[config.mk]
export PLATFORM = sky130hd
export DESIGN_NAME = anps_regs
export DESIGN_NICKNAME = d
export VERILOG_FILES = /design/src/core/anps_page_store.v /design/src/core/anps_regs.v
export VERILOG_INCLUDE_DIRS = /design/src /design/src/core
export SDC_FILE = /design/constraint.sdc
export NUM_CORES = 1
export LEC_CHECK = 0
export CAP_MARGIN = 40
export CORE_MARGIN = 2
export CORE_UTILIZATION = 47
export CTS_CLUSTER_SIZE = 16
export DETAILED_ROUTE_END_ITERATION = 8
export DONT_BUFFER_PORTS = 1
export PLACE_DENSITY_LB_ADDON = 0.3
export SLEW_MARGIN = 25
export SYNTH_ARGS = -nofsm -noshare
export SYNTH_HDL_FRONTEND = slang
export SYNTH_HIERARCHICAL = 1
export SYNTH_SLANG_ARGS = --single-unit
[constraint.sdc]
create_clock -name clock_in -period 1.5 [get_ports clock_in]
set_clock_uncertainty 0.1 [all_clocks]
set_input_delay 0.15 -clock clock_in [delete_from_list [all_inputs] [get_ports clock_in]]
set_output_delay 0.15 -clock clock_in [all_outputs]
set_load 0.02 [all_outputs]
[src/core/anps_defines.vh]
// Constants for the partner-status register pair: addresses, fields, resets.
// Assumes inclusion by bare name from the register bank and its page loader.
// Overview of operation
// - Partner ability bit 15 shows the partner can send multiple pages.
// - Partner ability bit 14 shows the partner acknowledged our code word.
// - Bit 13 shows partner remote fault; reserved bit 12 reads zero.
// - Bits 11 and 10 show partner asymmetric and symmetric pause ability.
// - Bits 9 down to 5 show the partner's five technology abilities.
// - Low five bits hold the partner selector code from the received page.
// - Expansion bit 5 latches high on base page; meaningful in alternate mode.
// - Expansion bit 4 latches high on parallel detection fault until read.
// - Expansion bit 3 partner next-page able, bit 0 partner autoneg able.
// - Expansion bit 2 always reads one: local device is next-page able.
// - Page-received bit 1 latches high and clears on expansion read.
// - In alternate mode, page-received also clears on no page or tx disable.
// - New page sets page-received, loads base to reg 5 or next to reg 8.
`ifndef ANPS_DEFINES_VH
`define ANPS_DEFINES_VH
`define ANPS_ADDR_ABILITY 5'h05
`define ANPS_ADDR_EXPANSION 5'h06
`define ANPS_ADDR_NEXT_PAGE 5'h08
`define ANPS_ABIL_RSVD_BIT 12
`define ANPS_ABIL_ACK_BIT 14
`define ANPS_ABIL_RF_BIT 13
`define ANPS_ABIL_ASYM_BIT 11
`define ANPS_ABIL_PAUSE_BIT 10
`define ANPS_ABIL_T4_BIT 9
`define ANPS_ABIL_TX_FD_BIT 8
`define ANPS_ABIL_TX_BIT 7
`define ANPS_ABIL_10_FD_BIT 6
`define ANPS_ABIL_10_BIT 5
`define ANPS_ABIL_SEL_HI 4
`define ANPS_ABIL_SEL_LO 0
`define ANPS_EXP_BASE_PAGE 5
`define ANPS_EXP_PD_FAULT 4
`define ANPS_EXP_LP_NP_ABLE 3
`define ANPS_EXP_NP_ABLE 2
`define ANPS_EXP_PAGE_RX 1
`define ANPS_EXP_LP_AN_ABLE 0
`define ANPS_CW_NP_BIT 15
`define ANPS_ABILITY_RESET 16'h0000
`define ANPS_NEXT_PAGE_RESET 16'h0000
`define ANPS_NP_ABLE_VALUE 1'b1
`endif

[src/core/anps_page_store.v]
// Holds the received code word for one page register and its reserved mask.
// Assumes load strobes come from logic on the same clock.
`timescale 1ns/10ps
`include "anps_defines.vh"
module anps_page_store #(
   parameter WIDTH = 16,
   parameter [15:0] RESET_VALUE = 16'h0000,
   parameter [15:0] KEEP_MASK = 16'hffff
) (
   input wire clock_in,
   input wire rst_n_in,
   input wire load_in,
   input wire [WIDTH-1:0] word_in,
   output wire [WIDTH-1:0] value_out
);
   reg [WIDTH-1:0] word_q;
   // Capture the page word; reserved bits forced to zero
   always @(posedge clock_in) begin
      if (!rst_n_in) begin
         word_q <= RESET_VALUE[WIDTH-1:0];
      end else if (load_in) begin
         word_q <= word_in & KEEP_MASK[WIDTH-1:0];
      end
   end
   assign value_out = word_q;
endmodule

[src/core/anps_regs.v]
// Partner base-page ability and auto-negotiation expansion registers.
// Assumes the negotiation engine and management port share clock_in.
`timescale 1ns/10ps
`include "anps_defines.vh"
module anps_regs (
   input wire clock_in,
   input wire rst_n_in,
   input wire page_rx_in,
   input wire page_is_next_in,
   input wire [15:0] code_word_in,
   input wire pd_fault_in,
   input wire base_page_in,
   input wire mr_page_rx_in,
   input wire transmit_disable_in,
   input wire lp_an_able_in,
   input wire alternate_next_page_mode_in,
   input wire rd_en_in,
   input wire wr_en_in,
   input wire [4:0] reg_addr_in,
   input wire [15:0] wr_data_in,
   output reg [15:0] rd_data_out,
   output wire [15:0] next_page_word_out
);
   localparam [15:0] ABIL_KEEP = ~(16'h0001 << `ANPS_ABIL_RSVD_BIT);
   wire [15:0] ability_w;
   wire [15:0] ability_rd_w;
   wire lp_next_page_w;
   wire lp_ack_w;
   wire lp_remote_fault_w;
   wire lp_asym_pause_w;
   wire lp_sym_pause_w;
   wire lp_t4_w;
   wire lp_tx_fd_w;
   wire lp_tx_w;
   wire lp_10_fd_w;
   wire lp_10_w;
   wire [4:0] lp_selector_w;
   wire load_base_w;
   wire load_next_w;
   wire exp_read_w;
   wire abil_read_w;
   wire alt_clear_w;
   wire page_rx_d;
   wire pd_fault_d;
   wire base_page_d;
   wire lp_np_able_d;
   wire exp_base_page_w;
   wire exp_pd_fault_w;
   wire exp_lp_np_able_w;
   wire exp_np_able_w;
   wire exp_page_rx_w;
   wire exp_lp_an_able_w;
   reg page_rx_q;
   reg pd_fault_q;
   reg base_page_q;
   reg lp_np_able_q;
   reg [15:0] exp_w;
   reg [15:0] rd_data_d;

   // Latching-high next value; a set beats a clear in the same cycle
   function latch_next;
      input cur;
      input set;
      input clr;
      begin
         if (set) begin
            latch_next = 1'b1;
         end else if (clr) begin
            latch_next = 1'b0;
         end else begin
            latch_next = cur;
         end
      end
   endfunction

   // Register select: a read strobe aimed at one address
   function reg_hit;
      input rd_en;
      input [4:0] addr;
      input [4:0] target;
      begin
         reg_hit = rd_en && (addr == target);
      end
   endfunction

   // Route a new page to register 5 or 8
   assign load_base_w = page_rx_in & ~page_is_next_in;
   assign load_next_w = page_rx_in & page_is_next_in;
   // Read selects for the two mapped addresses
   assign abil_read_w = reg_hit(rd_en_in, reg_addr_in, `ANPS_ADDR_ABILITY);
   assign exp_read_w = reg_hit(rd_en_in, reg_addr_in, `ANPS_ADDR_EXPANSION);
   // Extra page-received clear, alternate mode only
   assign alt_clear_w = alternate_next_page_mode_in &
                        (~mr_page_rx_in | transmit_disable_in);

   // Flag next values through the shared latching rule
   assign page_rx_d = latch_next(page_rx_q, page_rx_in, exp_read_w | alt_clear_w);
   assign pd_fault_d = latch_next(pd_fault_q, pd_fault_in, exp_read_w);
   assign base_page_d = latch_next(base_page_q, base_page_in, exp_read_w);
   // Partner next-page ability follows the NP bit of each base page
   assign lp_np_able_d = load_base_w ? code_word_in[`ANPS_CW_NP_BIT] : lp_np_able_q;

   // Base page word: NP, ACK, RF, pause bits, abilities, selector
   anps_page_store #(
      .WIDTH(16),
      .RESET_VALUE(`ANPS_ABILITY_RESET),
      .KEEP_MASK(ABIL_KEEP)
   ) u_base (
      .clock_in(clock_in),
      .rst_n_in(rst_n_in),
      .load_in(load_base_w),
      .word_in(code_word_in),
      .value_out(ability_w)
   );

   // Next page word for the register 8 holder
   anps_page_store #(
      .WIDTH(16),
      .RESET_VALUE(`ANPS_NEXT_PAGE_RESET),
      .KEEP_MASK(16'hffff)
   ) u_next (
      .clock_in(clock_in),
      .rst_n_in(rst_n_in),
      .load_in(load_next_w),
      .word_in(code_word_in),
      .value_out(next_page_word_out)
   );

   // Split the stored base page into its named fields
   assign lp_next_page_w = ability_w[`ANPS_CW_NP_BIT];
   assign lp_ack_w = ability_w[`ANPS_ABIL_ACK_BIT];
   assign lp_remote_fault_w = ability_w[`ANPS_ABIL_RF_BIT];
   assign lp_asym_pause_w = ability_w[`ANPS_ABIL_ASYM_BIT];
   assign lp_sym_pause_w = ability_w[`ANPS_ABIL_PAUSE_BIT];
   assign lp_t4_w = ability_w[`ANPS_ABIL_T4_BIT];
   assign lp_tx_fd_w = ability_w[`ANPS_ABIL_TX_FD_BIT];
   assign lp_tx_w = ability_w[`ANPS_ABIL_TX_BIT];
   assign lp_10_fd_w = ability_w[`ANPS_ABIL_10_FD_BIT];
   assign lp_10_w = ability_w[`ANPS_ABIL_10_BIT];
   assign lp_selector_w = ability_w[`ANPS_ABIL_SEL_HI:`ANPS_ABIL_SEL_LO];
   // Reassembled ability word; reserved bit tied low so no stray load shows
   assign ability_rd_w = {lp_next_page_w, lp_ack_w, lp_remote_fault_w, 1'b0,
                          lp_asym_pause_w, lp_sym_pause_w, lp_t4_w, lp_tx_fd_w,
                          lp_tx_w, lp_10_fd_w, lp_10_w, lp_selector_w};

   // Expansion fields; base page bit only means something in alternate mode
   assign exp_base_page_w = base_page_q & alternate_next_page_mode_in;
   assign exp_pd_fault_w = pd_fault_q;
   assign exp_lp_np_able_w = lp_np_able_q;
   assign exp_np_able_w = `ANPS_NP_ABLE_VALUE;
   assign exp_page_rx_w = page_rx_q;
   assign exp_lp_an_able_w = lp_an_able_in;

   // Page-received flag
   always @(posedge clock_in) begin
      if (!rst_n_in) begin
         page_rx_q <= 1'b0;
      end else begin
         page_rx_q <= page_rx_d;
      end
   end

   // Parallel detection fault flag
   always @(posedge clock_in) begin
      if (!rst_n_in) begin
         pd_fault_q <= 1'b0;
      end else begin
         pd_fault_q <= pd_fault_d;
      end
   end

   // Base page flag
   always @(posedge clock_in) begin
      if (!rst_n_in) begin
         base_page_q <= 1'b0;
      end else begin
         base_page_q <= base_page_d;
      end
   end

   // Partner next-page able bit
   always @(posedge clock_in) begin
      if (!rst_n_in) begin
         lp_np_able_q <= 1'b0;
      end else begin
         lp_np_able_q <= lp_np_able_d;
      end
   end

   // Expansion word assembly, upper bits zero
   always @* begin
      exp_w = 16'h0000;
      exp_w[`ANPS_EXP_BASE_PAGE] = exp_base_page_w;
      exp_w[`ANPS_EXP_PD_FAULT] = exp_pd_fault_w;
      exp_w[`ANPS_EXP_LP_NP_ABLE] = exp_lp_np_able_w;
      exp_w[`ANPS_EXP_NP_ABLE] = exp_np_able_w;
      exp_w[`ANPS_EXP_PAGE_RX] = exp_page_rx_w;
      exp_w[`ANPS_EXP_LP_AN_ABLE] = exp_lp_an_able_w;
   end

   // Read data next value; unmapped addresses return zero
   always @* begin
      rd_data_d = rd_data_out;
      if (abil_read_w) begin
         rd_data_d = ability_rd_w;
      end else if (exp_read_w) begin
         rd_data_d = exp_w;
      end else if (rd_en_in) begin
         rd_data_d = 16'h0000;
      end
   end

   // Read data register, held between reads
   always @(posedge clock_in) begin
      if (!rst_n_in) begin
         rd_data_out <= 16'h0000;
      end else begin
         rd_data_out <= rd_data_d;
      end
   end

   // Write strobe and data have no target: both registers are read-only
   // so a write leaves every field and flag as it was
endmodule

==> metrics.md <==
| Metric | Value |
|---|---|
| Post-route ant nets | 0 |
| CTS root buf | clkbuf_8 |
| Worst Hold Class | input port to register |
| Met1 Use GR | 21.5% |
| Residual DRC | 0 |
| Placed Instances | around 230 |
| CP max FO | 24 |
| H-tree Lvls | 2 |
| Power Internal | 1850 µW |
| Final setup vio count | 0 |
| Layout fillers | between 300 and 400 |
| Area grow syn2layout | 14.6% |
| Fmax | 0.702 GHz |
| Layout net count | ~260 |
| Grt peak-use layer | met2 |
| WL per Instance | roughly 17 µm |
| # rows | 24 |
| Final Max Slew Viols | 0 |
| Crit-path cells | nor4bb_4, buf_12, a221oi_2, o21a_1, dlygate4sd3_1 |
| IO Pins | 81 |
| Commonest non-fill, non-tap cell in the layout | dfxtp_1 |
| Drt first-iter violations | 63 |
| Worst stage delay on the critical path | 0.55 ns |
| Crit path launch type | input port |
| Data arrival, critical path | 1.50 ns |
| Final hold violation count | 0 |
| Pwr dens | 1020 nW/µm² |
| First-pass DRT Iterations | 4 |
| Leakage power | 0.000855 µW |
| Starting Density | 48.5% |
| Via count | 1392 |
| First-pass GRT wire length | 6790 µm |
| Post-DR vias/cell | 5.37 |
| Ant. Diodes | 0 |
| Sw Share | 24.2% |
| Non-Filler Instances | around 260 |
| Crit path max-delay family | buffers and inverters |
| Initial antenna violation count | 0 |
| Post-Syn Area | 2080 µm² |
| Setup_tns | 0 ns |
| Post-CTS Setup Inserts | 0 |
| Synth warn | 6 |
| CTS max path bufs | 2 |
| Total gr overflow | 0 |
| Slowest library cell on the worst path | dlygate4sd3_1 |
| GRT Total Usage | between 10% and 20% |
| Power share of the sequential group | 59.5% |
| Comb power frac | 10.9% |
| VDD IR max | 0.619 mV |
| Grt met3 use | 5.56% |
| Max-slew headroom | between 60% and 70% |
| Commonest non-fill, non-tap cells in the layout | 50 x dfxtp_1, 42 x nor2b_1, 32 x mux2i_1, 23 x dlygate4sd3_1, 9 x a32oi_1 |
| Final min period | approximately 1.4 ns |
| DIE HEIGHT | just over 70 µm |
| Share of layout cells above drive strength 1 | 9.66% |
| Syn_nets | 234 |
| GR Layer Usage met2 | between 20% and 30% |
| Gpl congestion | ~0.8 |
| Largest net degree at the start of global routing | 51 |
| Vias in the first global route | ~1400 |
| Req. time, crit path | 1.58 ns |
| Synth Instances | 185 |
| Buf+Inv Stages, Crit Path | 2 |
| DP HPWL | 2750 µm |
| WL final | 4280 µm |
| Clock transition at the registers of the reported paths | 0.08 ns |
| CP Capture Type | register |
| Switching power | 590 µW |
| Outcome | finished clean |
| Least-Margin Pin Slew | 0.584 ns |
| CORE AREA | between 4000 and 5000 µm² |
| RSZ-0062 raised after global routing | false |
| Period utilisation layout | 94.9% |
| Classification of the worst setup path | input port to register |
| CTS buffer count | 5 |
| Syn Area/Cell | 11.2 µm² |
| TritonCTS clock tree | yes |
| Clk pwr share | 29.6% |
| Die ar. | 4980 µm² |
| Post-CTS resize count | 0 |
| IO buf count | 0 |
| CTS sink cnt | 50 |
| Clk Latency, worst-skew pair | 0.29 ns |
| MaxCap Viol Count | 0 |
| Hold_buf cts | 24 |
| Die X | between 70 and 80 µm |
-- state kept, by name, indices dropped and copies added (netlist names) --
name              flops
u_next/value_out     16
u_base/value_out     15
exp_lp_np_able_w      1
rd_data_out          15
exp_page_rx_w         1
base_page_q           1
exp_pd_fault_w        1
-- path summary, 6_finish.rpt --
kind	cells after the start	slack (ns)	end	startpoint
setup / recovery	5	0.08	exp_page_rx_w	reg_addr_in[3]
hold / removal	2	0.06	exp_pd_fault_w	rst_n_in
setup reg to reg	4	0.09	exp_page_rx_w	exp_page_rx_w
hold reg to reg	2	0.37	rd_data_out[5]	base_page_q
-- worst register-to-register path: cells and delay by family (launching register included) --
kind | cells | cell delay, ns
AOI/OAI and AO/OA | 2 | 0.33
DFF | 1 | 0.33
buffers and inverters | 2 | 0.59
-- per-stage QoR --
step	util, %	cell area (µm²)	power [µW]	setup slack [ns]	hold WS, ns
finish	55.5	2380	2440	0.0764	0.0646
global route	55.5	2380	2560	0.0423	0.0606
CTS	55.5	2380	2470	0.105	0.0567
detailed placement	47.9	2060	1670	0.334	0.180
global placement	47.9	2060	1660	0.356	0.176
floorplan	-	2080	1660	0.366	0.174
-- area by class of cell --
class	count	area (µm²)	area share [%]
Clock buffer	7	76.3	3.20
Multi-Input combinational cell	119	933	39.2
Tap cell	52	65.1	2.73
Sequential cell	50	1000	42.0
Timing Repair Buffer	29	300	12.6
Inverter	2	7.51	0.315
-- per-layer routing --
| layer | part of all wire, % | wire length, µm | up-vias |
|---|---|---|---|
| met3 | 6.5 | 280 | 10 |
| li1 | - | - | 692 |
| met2 | 48 | 2040 | 52 |
| met4 | 2.0 | 84 | 0 |
| met5 | 0 | 0 | - |
| met1 | 44 | 1880 | 638 |
-- power by group through the flow --
stage | combinational [µW] | sequential [µW] | clock [µW]
floorplan | 189 | 1470 | 0
global placement | 183 | 1480 | 0
detailed placement | 190 | 1480 | 0
CTS | 267 | 1450 | 749
global route | 290 | 1460 | 814
finish | 266 | 1450 | 721
Power figures use the tool's default switching activity.
